===== src/rtl/dpll_pkg.sv =====
// What this block does
// detect reference rate automatically: 8 kHz, 1.544, 2.048 or 19.44 MHz
// low rates use falling edge, 19.44 MHz reference uses rising edge
// select low picks primary reference, high picks secondary
// host waits for lock, holds realign low 250 us or 10 s
// realign while locked restarts locking and removes leftover phase offset
// lock drops 5 s after realign falls, stays low 10 s
// mode pins hi,lo: 00 normal, 01 holdover, 10 free-run, 11 reserved
// free-run runs oscillator at nominal master clock rate
// normal mode locks oscillator frequency and phase to selected reference
// holdover entered by mode pins or when selected reference is lost
// holdover frequency is that of last 30 to 60 ms of normal
// limiter bounds output phase slope to 41 ns per 1.326 ms
// loop filter is first-order low-pass, 1.5 Hz, for every reference rate; code corner is near 1.2 Hz
// phase detector compares virtual reference with feedback, feeds limiter
// outputs 2.048, 8.192 and 16.384 MHz clocks, 50% duty
// 8 kHz active-low frame pulse, about 61 ns wide; code drives it one 50 ns sys_clk cycle wide
// 19.44 MHz 50% clock drives the link to the jitter stage
// lock asserted only while residual phase stays within 20 ns
// lock held low at least 10 s before it may rise again
// holdover output high whenever loop is in a holdover state
// host holds active-low reset at least 1 us after power-up
// after reset release run 625 us initialisation, then free-run
// reserved mode pin code keeps the current mode
package dpll_pkg;
  localparam int unsigned SYS_CLK_HZ   = 20_000_000;
  localparam int unsigned INIT_US      = 625;
  localparam int unsigned INIT_CYC     = INIT_US * (SYS_CLK_HZ / 1_000_000);
  localparam int unsigned LOCK_LOW_S   = 10;
  localparam int unsigned LOCK_LOW_CYC = LOCK_LOW_S * SYS_CLK_HZ;
  localparam int unsigned REALIGN_S    = 5;
  localparam int unsigned REALIGN_CYC  = REALIGN_S * SYS_CLK_HZ;
  localparam int unsigned HIST_MS      = 10;
  localparam int unsigned HIST_CYC     = HIST_MS * (SYS_CLK_HZ / 1000);
  localparam int unsigned HIST_DEPTH   = 4;
  localparam int unsigned TMR_W        = 28;
  // nco: 11 integer bits of 16.384 MHz cycles (one frame) plus fraction
  localparam int unsigned FRAC_BITS    = 24;
  localparam int unsigned ACC_W        = FRAC_BITS + 11;
  localparam int unsigned PH_W         = 19;
  localparam int unsigned STEER_W      = 16;
  localparam logic [23:0] NOM_INC16    = 24'hd1b717;
  localparam logic [23:0] NOM_INC19    = 24'hf8d4fe;
  localparam int unsigned LIMIT_NS     = 41;
  localparam int unsigned LIMIT_WIN_US = 1326;
  localparam int unsigned LIM_STEER    = 13743895 * LIMIT_NS / (LIMIT_WIN_US * 1000);
  localparam int unsigned FILT_SHIFT   = 10;
  localparam int unsigned LOCK_NS      = 20;
  localparam int unsigned LOCK_ERR     = LOCK_NS * 16384 * 256 / 1_000_000;
  localparam logic [4:0]  LOCK_QUAL    = 5'h10;
  localparam logic [11:0] LOSS_CYC     = 12'hbb8;
  localparam logic [11:0] P8K_MIN      = 12'h960;
  localparam logic [11:0] P8K_MAX      = 12'ha28;
  localparam logic [11:0] P1M5_MIN     = 12'h00c;
  localparam logic [11:0] P1M5_MAX     = 12'h00e;
  localparam logic [11:0] P2M_MIN      = 12'h009;
  localparam logic [11:0] P2M_MAX      = 12'h00b;
  localparam logic [11:0] P19M_MIN     = 12'h01e;
  localparam logic [11:0] P19M_MAX     = 12'h028;
  localparam logic [11:0] DIV_8K       = 12'h001;
  localparam logic [11:0] DIV_1M5      = 12'h0c1;
  localparam logic [11:0] DIV_2M       = 12'h100;
  localparam logic [11:0] DIV_19M      = 12'h046;
  localparam logic [1:0]  MODE_NORMAL  = 2'h0;
  localparam logic [1:0]  MODE_HOLD    = 2'h1;
  localparam logic [1:0]  MODE_FREE    = 2'h2;
  localparam logic [7:0]  ADDR_CTRL    = 8'h00;
  localparam logic [7:0]  ADDR_STATUS  = 8'h04;
  localparam logic [7:0]  ADDR_PHASE   = 8'h08;
  localparam logic [7:0]  ADDR_FREQ    = 8'h0c;
  localparam int unsigned CTRL_OUT_EN  = 0;
  localparam logic        CTRL_RESET   = 1'b1;
  typedef enum logic [2:0] {
    ST_INIT   = 3'b000,
    ST_FREE   = 3'b001,
    ST_NORMAL = 3'b010,
    ST_HOLD   = 3'b011,
    ST_AUTO   = 3'b100
  } dpll_state_t;
  typedef enum logic [2:0] {
    REF_NONE = 3'b000,
    REF_8K   = 3'b001,
    REF_1M5  = 3'b010,
    REF_2M   = 3'b011,
    REF_19M  = 3'b100
  } ref_class_t;
endpackage


===== src/rtl/dpll_hist_mem.sv =====
`timescale 1ns/100ps
module dpll_hist_mem #(
  parameter int unsigned W     = 24,
  parameter int unsigned DEPTH = 4
) (
  input  wire logic         sys_clk,
  input  wire logic         resetn,
  input  wire logic         wr_en,
  input  wire logic [W-1:0] wr_data,
  output logic      [W-1:0] old_data
);
  localparam int unsigned AW = $clog2(DEPTH);

  logic [W-1:0]  mem [DEPTH];
  logic [AW-1:0] wptr_reg;

  // no reset on the array; old_data is only trusted once full
  always_ff @(posedge sys_clk) begin
    if (wr_en) begin
      mem[wptr_reg] <= wr_data;
    end
  end

  // slot at the write pointer is the oldest snapshot
  always_ff @(posedge sys_clk) begin
    if (!resetn) begin
      wptr_reg <= '0;
      old_data <= '0;
    end else begin
      old_data <= mem[wptr_reg];
      if (wr_en) begin
        wptr_reg <= wptr_reg + AW'(1);
      end
    end
  end
endmodule


===== src/rtl/network_timing_dpll.sv =====
`timescale 1ns/100ps
module network_timing_dpll
  import dpll_pkg::*;
#(
  parameter int unsigned ADDR_W      = 8,
  parameter int unsigned INIT_CYCLES = INIT_CYC,
  parameter int unsigned HIST_CYCLES = HIST_CYC,
  parameter int unsigned LOW_CYCLES  = LOCK_LOW_CYC,
  parameter int unsigned RLGN_CYCLES = REALIGN_CYC
) (
  input  wire logic              sys_clk,
  input  wire logic              resetn,
  input  wire logic              primary_ref_in,
  input  wire logic              secondary_ref_in,
  input  wire logic              ref_source_sel,
  input  wire logic              mode_sel_hi,
  input  wire logic              mode_sel_lo,
  input  wire logic              phase_realign_n,
  input  wire logic              psel,
  input  wire logic              penable,
  input  wire logic              pwrite,
  input  wire logic [ADDR_W-1:0] paddr,
  input  wire logic [31:0]       pwdata,
  output logic      [31:0]       prdata,
  output logic                   pready,
  output logic                   pslverr,
  output logic                   clk_2m_out,
  output logic                   clk_8m_out,
  output logic                   clk_16m_out,
  output logic                   frame_pulse_n,
  output logic                   apll_feed_out,
  output logic                   lock_out,
  output logic                   holdover_out
);
  localparam int unsigned PIN_PRI = 0;
  localparam int unsigned PIN_SEC = 1;
  localparam int unsigned PIN_SEL = 2;
  localparam int unsigned PIN_LO  = 3;
  localparam int unsigned PIN_HI  = 4;
  localparam int unsigned PIN_RLG = 5;
  localparam logic [5:0]  PIN_RST = 6'h23; // idle levels, no false edge after reset
  localparam logic signed [PH_W-1:0] LIM_PH  = PH_W'(LIM_STEER);
  localparam logic signed [PH_W-1:0] LOCK_PH = PH_W'(LOCK_ERR);

  // pin synchronisers: only the second stage is read
  logic [5:0] pin_s1_reg;
  logic [5:0] pin_s2_reg;

  always_ff @(posedge sys_clk) begin
    if (!resetn) begin
      pin_s1_reg <= PIN_RST;
      pin_s2_reg <= PIN_RST;
    end else begin
      pin_s1_reg <= {phase_realign_n, mode_sel_hi, mode_sel_lo,
                     ref_source_sel, secondary_ref_in, primary_ref_in};
      pin_s2_reg <= pin_s1_reg;
    end
  end

  wire       ref_s  = pin_s2_reg[PIN_SEL] ? pin_s2_reg[PIN_SEC] : pin_s2_reg[PIN_PRI];
  wire [1:0] mode_s = {pin_s2_reg[PIN_HI], pin_s2_reg[PIN_LO]};
  wire       rl_s   = pin_s2_reg[PIN_RLG];

  // reference rate detection
  logic       ref_prev_reg;
  logic [11:0] per_cnt_reg;
  ref_class_t class_reg;
  ref_class_t per_class;

  wire ref_rise = ref_s & ~ref_prev_reg;
  wire ref_fall = ~ref_s & ref_prev_reg;
  wire in_8k    = (per_cnt_reg >= P8K_MIN) && (per_cnt_reg <= P8K_MAX);
  wire in_1m5   = (per_cnt_reg >= P1M5_MIN) && (per_cnt_reg <= P1M5_MAX);
  wire in_2m    = (per_cnt_reg >= P2M_MIN) && (per_cnt_reg <= P2M_MAX);
  wire in_19m   = (per_cnt_reg >= P19M_MIN) && (per_cnt_reg <= P19M_MAX);
  // 19.44 MHz is seen aliased at 20 MHz sampling, as a ~0.56 MHz beat
  assign per_class = in_8k  ? REF_8K  :
                     in_1m5 ? REF_1M5 :
                     in_2m  ? REF_2M  :
                     in_19m ? REF_19M : REF_NONE;
  wire ref_lost  = (per_cnt_reg == LOSS_CYC);
  wire ref_valid = (class_reg != REF_NONE);

  always_ff @(posedge sys_clk) begin
    if (!resetn) begin
      ref_prev_reg <= 1'b1;
      per_cnt_reg  <= '0;
      class_reg    <= REF_NONE;
    end else begin
      ref_prev_reg <= ref_s;
      if (ref_rise) begin
        per_cnt_reg <= 12'h001;
        class_reg   <= per_class;
      end else if (ref_lost) begin
        class_reg <= REF_NONE;
      end else begin
        per_cnt_reg <= per_cnt_reg + 12'h001;
      end
    end
  end

  // virtual 8 kHz reference from the active edge
  wire act_edge = (class_reg == REF_19M) ? ref_rise : ref_fall;
  wire [11:0] div_lim = (class_reg == REF_1M5) ? DIV_1M5 :
                        (class_reg == REF_2M)  ? DIV_2M  :
                        (class_reg == REF_19M) ? DIV_19M : DIV_8K;
  logic [11:0] div_cnt_reg;
  logic        vref_reg;

  always_ff @(posedge sys_clk) begin
    if (!resetn) begin
      div_cnt_reg <= '0;
      vref_reg    <= 1'b0;
    end else begin
      vref_reg <= 1'b0;
      if (act_edge && ref_valid) begin
        if (div_cnt_reg >= div_lim - 12'h001) begin
          div_cnt_reg <= '0;
          vref_reg    <= 1'b1;
        end else begin
          div_cnt_reg <= div_cnt_reg + 12'h001;
        end
      end
    end
  end

  // operating mode state machine
  dpll_state_t state_reg;
  dpll_state_t state_next;
  logic [TMR_W-1:0] init_cnt_reg;
  wire init_done = (init_cnt_reg == TMR_W'(INIT_CYCLES - 1));
  wire is_hold   = (state_reg == ST_HOLD) || (state_reg == ST_AUTO);

  always_comb begin
    state_next = state_reg;
    case (state_reg)
      ST_INIT: begin
        if (init_done) state_next = ST_FREE;
      end
      ST_FREE, ST_NORMAL, ST_HOLD, ST_AUTO: begin
        case (mode_s)
          MODE_NORMAL: state_next = ref_valid ? ST_NORMAL : ST_AUTO;
          MODE_HOLD:   state_next = ST_HOLD;
          MODE_FREE:   state_next = ST_FREE;
          default:     state_next = state_reg;
        endcase
      end
      default: state_next = ST_INIT;
    endcase
  end

  always_ff @(posedge sys_clk) begin
    if (!resetn) begin
      state_reg    <= ST_INIT;
      init_cnt_reg <= '0;
    end else begin
      state_reg <= state_next;
      if (state_reg == ST_INIT && !init_done) begin
        init_cnt_reg <= init_cnt_reg + TMR_W'(1);
      end
    end
  end

  wire enter_normal = (state_next == ST_NORMAL) && (state_reg != ST_NORMAL);
  wire leave_normal = (state_next != ST_NORMAL) && (state_reg == ST_NORMAL);

  // nco phase accumulators
  logic [ACC_W-1:0]     acc16_reg;
  logic [FRAC_BITS-1:0] acc19_reg;
  logic [23:0]          inc16_reg;
  logic [23:0]          inc19_reg;
  logic [23:0]          hold_inc_reg;
  logic signed [FRAC_BITS+FILT_SHIFT-1:0] filt_reg;
  logic signed [PH_W-1:0] tie_off_reg;
  logic                   tie_cap_reg;

  wire [ACC_W-1:0] acc16_next = acc16_reg + {11'h000, inc16_reg};
  wire signed [STEER_W-1:0] steer = filt_reg[FILT_SHIFT+STEER_W-1:FILT_SHIFT];
  wire [23:0] steer_ext = {{(24-STEER_W){steer[STEER_W-1]}}, steer};
  wire [23:0] inc16_next = (state_reg == ST_NORMAL) ? NOM_INC16 + steer_ext :
                           is_hold ? hold_inc_reg : NOM_INC16;
  wire [23:0] inc19_next = (state_reg == ST_NORMAL) ? NOM_INC19 + steer_ext :
                           is_hold ? NOM_INC19 + (hold_inc_reg - NOM_INC16) : NOM_INC19;

  always_ff @(posedge sys_clk) begin
    if (!resetn) begin
      acc16_reg <= '0;
      acc19_reg <= '0;
      inc16_reg <= NOM_INC16;
      inc19_reg <= NOM_INC19;
    end else begin
      acc16_reg <= acc16_next;
      acc19_reg <= acc19_reg + inc19_reg;
      inc16_reg <= inc16_next;
      inc19_reg <= inc19_next;
    end
  end

  // phase detector, tie corrector, limiter, loop filter
  wire [PH_W-1:0] phase_smp = acc16_reg[ACC_W-1:FRAC_BITS-8];
  wire signed [PH_W-1:0] ph_err = $signed(phase_smp) - tie_off_reg;
  wire signed [PH_W-1:0] neg_err = -ph_err;
  wire signed [PH_W-1:0] lim_ph = (neg_err > LIM_PH) ? LIM_PH :
                                  (neg_err < -LIM_PH) ? -LIM_PH : neg_err;
  wire signed [FRAC_BITS+FILT_SHIFT-1:0] lim_ext =
    {{(FRAC_BITS+FILT_SHIFT-PH_W){lim_ph[PH_W-1]}}, lim_ph};
  // fixed 2^-10 step at 8 kHz gives a corner near 1.2 Hz for every rate
  wire signed [FRAC_BITS+FILT_SHIFT-1:0] filt_delta =
    ((lim_ext <<< FILT_SHIFT) - filt_reg) >>> FILT_SHIFT;
  wire err_in   = (ph_err <= LOCK_PH) && (ph_err >= -LOCK_PH);
  wire loop_upd = vref_reg && (state_reg == ST_NORMAL) && !tie_cap_reg;

  logic rl_prev_reg;
  logic rl_busy_reg;
  logic rl_fire_reg;
  logic lock_reg;
  wire rl_fall  = rl_prev_reg & ~rl_s;
  wire rl_start = rl_fall & lock_reg;

  always_ff @(posedge sys_clk) begin
    if (!resetn) begin
      tie_off_reg <= '0;
      tie_cap_reg <= 1'b0;
      filt_reg    <= '0;
    end else begin
      if (rl_start) begin
        tie_off_reg <= '0;
        tie_cap_reg <= 1'b0;
      end else if (enter_normal) begin
        tie_cap_reg <= 1'b1;
      end else if (vref_reg && tie_cap_reg) begin
        // keep today's phase: no output hit when lock is first taken
        tie_off_reg <= $signed(phase_smp);
        tie_cap_reg <= 1'b0;
      end
      if (loop_upd) begin
        filt_reg <= filt_reg + filt_delta;
      end
    end
  end

  // frequency history for holdover
  logic [TMR_W-1:0] hist_cnt_reg;
  logic [2:0]       hist_fill_reg;
  logic [23:0]      hist_old;
  wire hist_tick = (state_reg == ST_NORMAL) && (hist_cnt_reg == TMR_W'(HIST_CYCLES - 1));
  wire hist_full = (hist_fill_reg == 3'(HIST_DEPTH));

  always_ff @(posedge sys_clk) begin
    if (!resetn) begin
      hist_cnt_reg  <= '0;
      hist_fill_reg <= '0;
      hold_inc_reg  <= NOM_INC16;
    end else begin
      if (state_reg != ST_NORMAL || hist_tick) begin
        hist_cnt_reg <= '0;
      end else begin
        hist_cnt_reg <= hist_cnt_reg + TMR_W'(1);
      end
      if (hist_tick && !hist_full) begin
        hist_fill_reg <= hist_fill_reg + 3'h1;
      end
      if (leave_normal) begin
        // no history after reset: holdover runs at free-run accuracy
        hold_inc_reg <= hist_full ? hist_old : NOM_INC16;
      end
    end
  end

  dpll_hist_mem #(
    .W     (24),
    .DEPTH (HIST_DEPTH)
  ) u_hist (
    .sys_clk  (sys_clk),
    .resetn   (resetn),
    .wr_en    (hist_tick),
    .wr_data  (inc16_reg),
    .old_data (hist_old)
  );

  // lock indication and realignment
  logic [4:0]       qual_cnt_reg;
  logic [TMR_W-1:0] low_cnt_reg;
  logic [TMR_W-1:0] rl_cnt_reg;
  wire qual_full = (qual_cnt_reg == LOCK_QUAL);
  wire low_done  = (low_cnt_reg >= TMR_W'(LOW_CYCLES - 1));
  wire rl_done   = (rl_cnt_reg == TMR_W'(RLGN_CYCLES - 1));
  wire lock_drop = (state_reg != ST_NORMAL) || rl_fire_reg ||
                   (loop_upd && !err_in && !rl_busy_reg);
  wire lock_next = lock_drop ? 1'b0 : (lock_reg || (qual_full && low_done));

  always_ff @(posedge sys_clk) begin
    if (!resetn) begin
      qual_cnt_reg <= '0;
      low_cnt_reg  <= '0;
      lock_reg     <= 1'b0;
    end else begin
      lock_reg <= lock_next;
      if (state_reg != ST_NORMAL || rl_start) begin
        qual_cnt_reg <= '0;
      end else if (loop_upd) begin
        qual_cnt_reg <= !err_in ? 5'h00 : qual_full ? qual_cnt_reg : qual_cnt_reg + 5'h01;
      end
      if (lock_reg) begin
        low_cnt_reg <= '0;
      end else if (!low_done) begin
        low_cnt_reg <= low_cnt_reg + TMR_W'(1);
      end
    end
  end

  always_ff @(posedge sys_clk) begin
    if (!resetn) begin
      rl_prev_reg <= 1'b1;
      rl_busy_reg <= 1'b0;
      rl_cnt_reg  <= '0;
      rl_fire_reg <= 1'b0;
    end else begin
      rl_prev_reg <= rl_s;
      rl_fire_reg <= rl_busy_reg && rl_done;
      if (rl_start) begin
        rl_busy_reg <= 1'b1;
        rl_cnt_reg  <= '0;
      end else if (rl_busy_reg) begin
        rl_busy_reg <= !rl_done;
        rl_cnt_reg  <= rl_cnt_reg + TMR_W'(1);
      end
    end
  end

  // apb slave, one wait-free access phase
  logic        out_en_reg;
  logic [PH_W-1:0] ph_last_reg;
  wire setup   = psel && !penable;
  wire wr_take = psel && penable && pready && pwrite;
  wire hit_ctrl = (paddr == ADDR_W'(ADDR_CTRL));
  wire hit_stat = (paddr == ADDR_W'(ADDR_STATUS));
  wire hit_ph   = (paddr == ADDR_W'(ADDR_PHASE));
  wire hit_freq = (paddr == ADDR_W'(ADDR_FREQ));
  wire unmapped = !(hit_ctrl || hit_stat || hit_ph || hit_freq);
  wire [31:0] stat_val = {22'h000000, hist_full, ref_valid, class_reg,
                          holdover_out, lock_reg, state_reg};
  wire [31:0] rd_val = hit_ctrl ? {31'h00000000, out_en_reg} :
                       hit_stat ? stat_val :
                       hit_ph   ? {{(32-PH_W){ph_last_reg[PH_W-1]}}, ph_last_reg} :
                       hit_freq ? {8'h00, inc16_reg} : 32'h00000000;

  always_ff @(posedge sys_clk) begin
    if (!resetn) begin
      prdata     <= '0;
      pready     <= 1'b0;
      pslverr    <= 1'b0;
      out_en_reg <= CTRL_RESET;
    end else begin
      pready  <= setup;
      pslverr <= setup && unmapped;
      if (setup) begin
        prdata <= pwrite ? 32'h00000000 : rd_val;
      end
      if (wr_take && hit_ctrl) begin
        out_en_reg <= pwdata[CTRL_OUT_EN];
      end
    end
  end

  // clock synthesiser outputs; at 20 MHz sampling they carry nco jitter
  wire frame_edge = (acc16_next[ACC_W-1:FRAC_BITS] == 11'h000) &&
                    (acc16_reg[ACC_W-1:FRAC_BITS] != 11'h000);

  always_ff @(posedge sys_clk) begin
    if (!resetn) begin
      ph_last_reg   <= '0;
      clk_2m_out    <= 1'b0;
      clk_8m_out    <= 1'b0;
      clk_16m_out   <= 1'b0;
      frame_pulse_n <= 1'b1;
      apll_feed_out <= 1'b0;
      holdover_out  <= 1'b0;
    end else begin
      if (vref_reg) ph_last_reg <= ph_err;
      clk_16m_out   <= out_en_reg & acc16_reg[FRAC_BITS-1];
      clk_8m_out    <= out_en_reg & acc16_reg[FRAC_BITS];
      clk_2m_out    <= out_en_reg & acc16_reg[FRAC_BITS+2];
      frame_pulse_n <= !(out_en_reg && frame_edge);
      apll_feed_out <= acc19_reg[FRAC_BITS-1];
      holdover_out  <= is_hold;
    end
  end

  assign lock_out = lock_reg;

  logic [TMR_W-1:0] chk_low_reg;
  always_ff @(posedge sys_clk) begin
    if (!resetn || lock_reg) chk_low_reg <= '0;
    else if (chk_low_reg != {TMR_W{1'b1}}) chk_low_reg <= chk_low_reg + TMR_W'(1);
  end
endmodule


===== config.mk =====
export PLATFORM = sky130hd
export DESIGN_NAME = network_timing_dpll
export DESIGN_NICKNAME = d
export VERILOG_FILES = /design/src/rtl/dpll_pkg.sv /design/src/rtl/dpll_hist_mem.sv /design/src/rtl/network_timing_dpll.sv
export SDC_FILE = /design/constraint.sdc
export NUM_CORES = 1
export LEC_CHECK = 0
export BUFFER_PORTS_ARGS = -buffer_cell sky130_fd_sc_hd__buf_2
export CORE_MARGIN = 5
export CORE_UTILIZATION = 40
export DETAILED_ROUTE_END_ITERATION = 10
export GPL_ROUTABILITY_DRIVEN = 0
export GPL_TIMING_DRIVEN = 0
export MAX_ROUTING_LAYER = met4
export PLACE_DENSITY = 0.6
export SKIP_CTS_REPAIR_TIMING = 1
export SLEW_MARGIN = 30
export SYNTH_ARGS = -nofsm -noshare
export SYNTH_HDL_FRONTEND = slang
export SYNTH_HIERARCHICAL = 1
export SYNTH_SLANG_ARGS = --single-unit

===== constraint.sdc =====
create_clock -name sys_clk -period 9.9 [get_ports sys_clk]
set_input_delay 0.99 -clock sys_clk [delete_from_list [all_inputs] [get_ports sys_clk]]
set_output_delay 0.99 -clock sys_clk [all_outputs]
set_load 0.01 [all_outputs]

==> out/metrics.cfg, run 1 <==
[worst_setup_path]
path_common_cell=nor2_1
critPathCaptureType=register
ff2ff_setup_slack_ns=0.53
slowest_delay_ns=0.53
worstReg2RegEnd=filt_reg[30]
crit_path_start=acc16_reg[16]
critPathMaxFanout=8
worst-setup-path-type=register to register
reg2reg_from=acc16_reg[16]
worst_ep_arrival_time_ns=9.93
crit_slowest_cell=a2111oi_2
r2r_cells=42
required_ns=10.46
start_kind=register

[cts]
cts.sinks=528
h-tree-depth=2
cts_tree=yes
clock_path_buffers=3
path_clk_slew_ns=0.07
numCtsBuffers=56
clock_latency_ns=0.65
clockRootBuffer=clkbuf_16

[die]
initial_utilization=0.4025
die_w_um=272.2
core_sq_um=68350
ioPinCount=92
die_h_um=272.2
die_area_sq_um=74110
num_rows=96

[synth]
synth_seq_area_share=0.4192
syn_avg_cell_area_sq_um=8.989
synth_nets=3274
synth_cell_type_count=93
yosys_warnings=6
syn_inst=3060
synth_top_area_cell=dfxtp_1
ys_top_cells_by_area=dfxtp_1 31%, edfxtp_1 10%, ha_1 7.2%
synth_flop_cell=dfxtp_1
synth-edff-count=96
synth_top_cell_area_share=0.3144
synth_area_sq_um=27510
synth.most_common_cell=dfxtp_1
synthArstFlopShare=0
ys_top_cells_by_count=432 x dfxtp_1, 362 x nor2_1, 244 x nand2_1, 184 x a21oi_1, 159 x ha_1
ys_seq_elements=528

[pwr]
vdd_drop_max_mv=0.1391
total_power_mw=7.327
p_leak_nw=11.72
p_per_area_nw_per_um2=235.8

[hold_path]
hold_path_depth=1
holdCritPathClass=register to register
holdPathEnd=lock_out
holdCritStartpoint=rl_fire_reg

[placement]
place_area_sq_um=28920
hpwl_um=54300
dp_cells=4001
pre_cts_ws_ns=-0.04001
port_buffers=59

[sta]
rsz0062_at_grt=no
finalCritPeriodShare=0.9468
worst_slack_ns=0.5262
max_slew.worst_pin.slew_ns=1.051
final_hold_viol_count=0
fmax_ghz=0.1067
slew_headroom=0.2996
finalSetupTns_ns=0
setup_viol=0
fin_hold_ws_ns=0.3865
fin_skew_ns=0.04903
min_period_ns=9.374
final_max_slew_viol_count=0

[routing]
detail_route.wl_per_cell_um=17.89
drt-initial-drc-count=1495
drcViolationCount=0
dr.pass1.iters=5
drt_wl_total_um=73480
drtAntennaViolNets=0
num_vias=21900
vias_per_cell=5.331

[final_layout]
final_cell_count_no_fill=4108
drive_gt1_frac=0.07537
multi_input_area_sq_um=15040
largest_reg_flops=96
fillers=6652
final_area_sq_um=31080
post-route-util=0.4547
nNetsFinal=3392
area_delta_synth_final_pct=12.97
seqCellArea_sq_um=11530

[global_route]
first_global_vias=20680
grt_max_degree=25
grt_antenna_before_repair=5
grt_use_total=0.1975
grt_pass1_wl_um=114200
grt-ovfl-total=0

[job]
cap_violations=0

[run_status]
status=finished, final reports clean

[logic make-up (layout without fill, tap and decap cells)]
kind of cell,Yosys count,in the layout,synth area share
AO/OA/AOI/OAI,626,626,0.1433
multiplexers,106,106,0.03939
AND/OR/NAND/NOR,1120,1120,0.1973
other,0,2,0
flip-flops,528,528,0.4192
buffers and inverters,245,409,0.03848
adder cells (fa/ha/maj),163,163,0.07523
XOR/XNOR,272,272,0.08715
[critical path, delay by kind of cell, from the launching register on]
kind | cells | cell delay [ns]
adder cells (fa/ha/maj) | 5 | 1.71
buffers and inverters | 2 | 0.19
AND/OR/NAND/NOR | 16 | 2.95
flip-flops | 1 | 0.38
XOR/XNOR | 3 | 0.54
AO/OA/AOI/OAI | 16 | 3.49
[report_power, final]
part           leakage [nW]  internal (mW)  switching [mW]
sequential             4.38           2.24          0.0310
clock                 0.991           1.34           0.913
combinational          6.35           1.15            1.65
total                  11.7           4.73            2.59
[final cells by class]
type                       instances  area share
buffer                           122     0.01945
clock inverter                    23     0.01131
tap                              882     0.03551
multi-input combinational       2287      0.4839
antenna                            2   0.0001610
timing repair buffer              60    0.009744
inverter                         123     0.01486
sequential                       528      0.3711
clock buffer                      81     0.05399
[placed cells by master (no fill, tap or decap), drive strengths merged, types with 25 or more instances in the layout]
cell type / n
a21o: 48
a21oi: 186
a31oi: 26
and2: 42
and3: 57
buf: 90
clkbuf: 173
dfxtp: 432
edfxtp: 96
ha: 159
inv: 123
mux2i: 97
nand2: 244
nand2b: 45
nand3: 104
nand4: 41
nor2: 364
nor2b: 31
nor3: 71
nor4: 30
o21a: 25
o21ai: 155
o22ai: 33
or3: 39
xnor2: 136
xor2: 136
[worst max-delay path by stage]
stage                              end  slack, ns  cells after the start
final                     filt_reg[30]       0.53                     42
after global routing      filt_reg[30]      0.006                     43
after CTS                 filt_reg[30]       -0.1                     41
after detailed placement  filt_reg[32]      -0.04                     41
after global placement    filt_reg[30]      -0.06                     41
after floorplan           filt_reg[32]       1.65                     41
[layer usage]
metal  global-route usage  up-vias  part of all wire
li1                     -    11030                 -
met1               0.2629    10230              0.46
met2               0.3062      507              0.44
met3              0.03682      135             0.063
met4              0.06311        0             0.033
met5                    -        -                 0
Power figures use the tool's default switching activity.
==> run 2, diff against run 1 <==
--- a/config.mk
+++ b/config.mk
@@ -5,6 +5,7 @@
 export SDC_FILE = /design/constraint.sdc
 export NUM_CORES = 1
 export LEC_CHECK = 0
+export ABC_AREA = 1
 export BUFFER_PORTS_ARGS = -buffer_cell sky130_fd_sc_hd__buf_2
 export CORE_MARGIN = 5
 export CORE_UTILIZATION = 40
==> out/metrics.cfg, run 2 <==
[global_route]
grt_pass1_wl_um=132500  ; +16%
grt_antenna_before_repair=5  ; unchanged
grt_max_degree=25  ; unchanged
grtUsageMet3=0.02710  ; -0.009727
grt-ovfl-total=0  ; unchanged
grt.met1_usage=0.2935  ; +0.03052
grt_use_total=0.2166  ; +0.01916
first_global_vias=24190  ; +17%
grt.met2_usage=0.3479  ; +0.04174
top_usage_layer=met2

[job]
cap_violations=0  ; unchanged

[cts]
clock_latency_ns=0.65  ; about the same
cts.sinks=528  ; unchanged
h-tree-depth=2  ; unchanged
clock_path_buffers=3  ; unchanged
numCtsBuffers=58  ; +3.6%
cts_tree=yes
path_clk_slew_ns=0.06  ; about the same
clockRootBuffer=clkbuf_16

[sta]
finalCritPeriodShare=0.8628  ; -0.08404
setup_viol=0  ; unchanged
fin_skew_ns=0.03112  ; -0.01791 ns
final_max_slew_viol_count=0  ; unchanged
rsz0062_at_grt=no
fmax_ghz=0.1171  ; +9.7%
max_slew.worst_pin.slew_ns=1.042  ; -0.009005 ns
finalSetupTns_ns=0  ; unchanged
min_period_ns=8.542  ; -0.8320 ns
final_hold_viol_count=0  ; unchanged
slew_headroom=0.3056  ; +0.006003

[pwr]
p_leak_nw=14.22  ; +21%
vdd_drop_max_mv=0.1519  ; +9.2%
p_per_area_nw_per_um2=221.2  ; -6.2%

[die]
initial_utilization=0.4037  ; +0.001186
die_h_um=278.6  ; +2.3%
die_area_sq_um=77610  ; +4.7%
die_w_um=278.6  ; +2.3%
ioPinCount=92  ; unchanged
core_sq_um=71490  ; +4.6%
num_rows=98  ; +2.1%

[routing]
drt-initial-drc-count=2237  ; +50%
vias_per_cell=5.128  ; -3.8%
drcViolationCount=0  ; unchanged
drt_wl_total_um=84000  ; +14%
dr.pass1.iters=5  ; unchanged
num_vias=25850  ; +18%
drtAntennaViolNets=0  ; unchanged
detail_route.wl_per_cell_um=16.66  ; -6.8%

[synth]
synth_flop_cell=dfxtp_1
synth_cell_type_count=69  ; -26%
yosys_warnings=6  ; unchanged
synthArstFlopShare=0  ; unchanged
synth_nets=4134  ; +26%
synth_top_cell_area_share=0.2997  ; -0.01470
synth-edff-count=96  ; unchanged
ys_top_cells_by_count=720 x nand2_1, 631 x inv_1, 432 x dfxtp_1, 416 x a21oi_1, 323 x nor2_1
ys_top_cells_by_area=dfxtp_1 30%, edfxtp_1 10%, nand2_1 9.4%
syn_inst=3920  ; +28%
synth_area_sq_um=28860  ; +4.9%
synth.most_common_cell=nand2_1
ys_seq_elements=528  ; unchanged
synth_seq_area_share=0.3996  ; -0.01959
syn_avg_cell_area_sq_um=7.361  ; -18%
synth_top_area_cell=dfxtp_1

[worst_setup_path]
critPathMaxFanout=7  ; -1
critPathCaptureType=register
worst_ep_arrival_time_ns=9.05  ; -0.88 ns
required_ns=10.41  ; -0.05 ns
worst-setup-path-type=register to register
start_kind=register
crit_slowest_cell=fa_1
slowest_delay_ns=0.65  ; +0.12 ns

[final_layout]
largest_reg_flops=96  ; unchanged
drive_gt1_frac=0.06359  ; -0.01179
area_delta_synth_final_pct=13.11
final_common_cell=nand2_1
most-common-layout-cells=720 x nand2_1, 627 x inv_1, 432 x dfxtp_1
nNetsFinal=4257  ; +26%
fillers=7203  ; +8.3%
final_area_sq_um=32640  ; +5.0%

[hold_path]
holdCritPathClass=register to register

[run_status]
status=finished, final reports clean

[placement]
hpwl_um=63640  ; +17%
place_area_sq_um=30400  ; +5.1%
port_buffers=60  ; +1.7%

-- run 2: cell count changes after synthesis, moves of 42 or more --
cell      previous run  this run
xnor2_1            134        34
a21oi_1            184       416
a21o_1              47         5
and3_1              57         2
nand2_1            244       720
nand2b_1            44         0
mux2i_1             97         1
nand3_1            104       211
o21ai_0            154       259
inv_1              122       631
xor2_1             136        75
-- run 2: report_power, final --
group	internal, mW	switching [mW]	total (mW)
combinational	0.846	1.63	2.47
sequential	2.23	0.0246	2.25
clock	1.57	0.927	2.50
-- run 2: worst max-delay path, delay by kind of cell (launching register included) --
family	cells	cell delay, ns
compound gates	14	3.15
xor+xnor	3	0.37
buf+inv	5	0.34
flops	1	0.34
simple gates	16	2.05
fa+ha+maj	6	2.13
-- run 2: area by class of cell --
class                      instances  area (sq um)  share of cell area
tap                              950          1189             0.03642
clock buffer                      78          1660             0.05087
multi-input combinational       2651         14490              0.4438
inverter                         643          2414             0.07394
antenna                            2         5.005           0.0001533
clock inverter                    28         575.6             0.01763
buffer                            98         456.7             0.01399
timing repair buffer              63         324.1            0.009928
sequential                       528         11530              0.3533
-- run 2: through the flow --
stage	total power [mW]	cells	util	hold slack [ns]	setup WS [ns]
floorplan	4.183	3920	-	0.3905	2.811
global placement	4.724	4930	0.4245	0.3949	1.455
detailed placement	4.733	4933	0.4252	0.3983	1.476
CTS	7.249	5039	0.4565	0.4112	1.417
global route	7.688	5040	0.4566	0.4347	0.4383
finish	7.220	5041	0.4566	0.4135	1.358
-- run 2: worst paths after layout --
kind,start,end,depth (start not counted),slack (ns)
max,acc16_reg[16],filt_reg[32],44,1.36
min,pin_s1_reg[1],pin_s2_reg[1],1,0.41
max reg2reg,acc16_reg[16],filt_reg[32],44,1.36
min reg2reg,pin_s1_reg[1],pin_s2_reg[1],1,0.41
-- run 2: layer usage --
layer | part of all wire | vias to the layer above
met2 | 0.45 | 662
met4 | 0.025 | 0
met3 | 0.057 | 121
met1 | 0.47 | 11810
li1 | - | 13260
met5 | 0 | -
-- run 2: logic make-up after synthesis --
kind of cell    Yosys count  synth area share
compound gates          873            0.1692
xor+xnor                110           0.03365
fa+ha+maj               163           0.07172
buf+inv                 741           0.09921
flops                   528            0.3996
mux                       1         0.0003469
simple gates           1504            0.2262
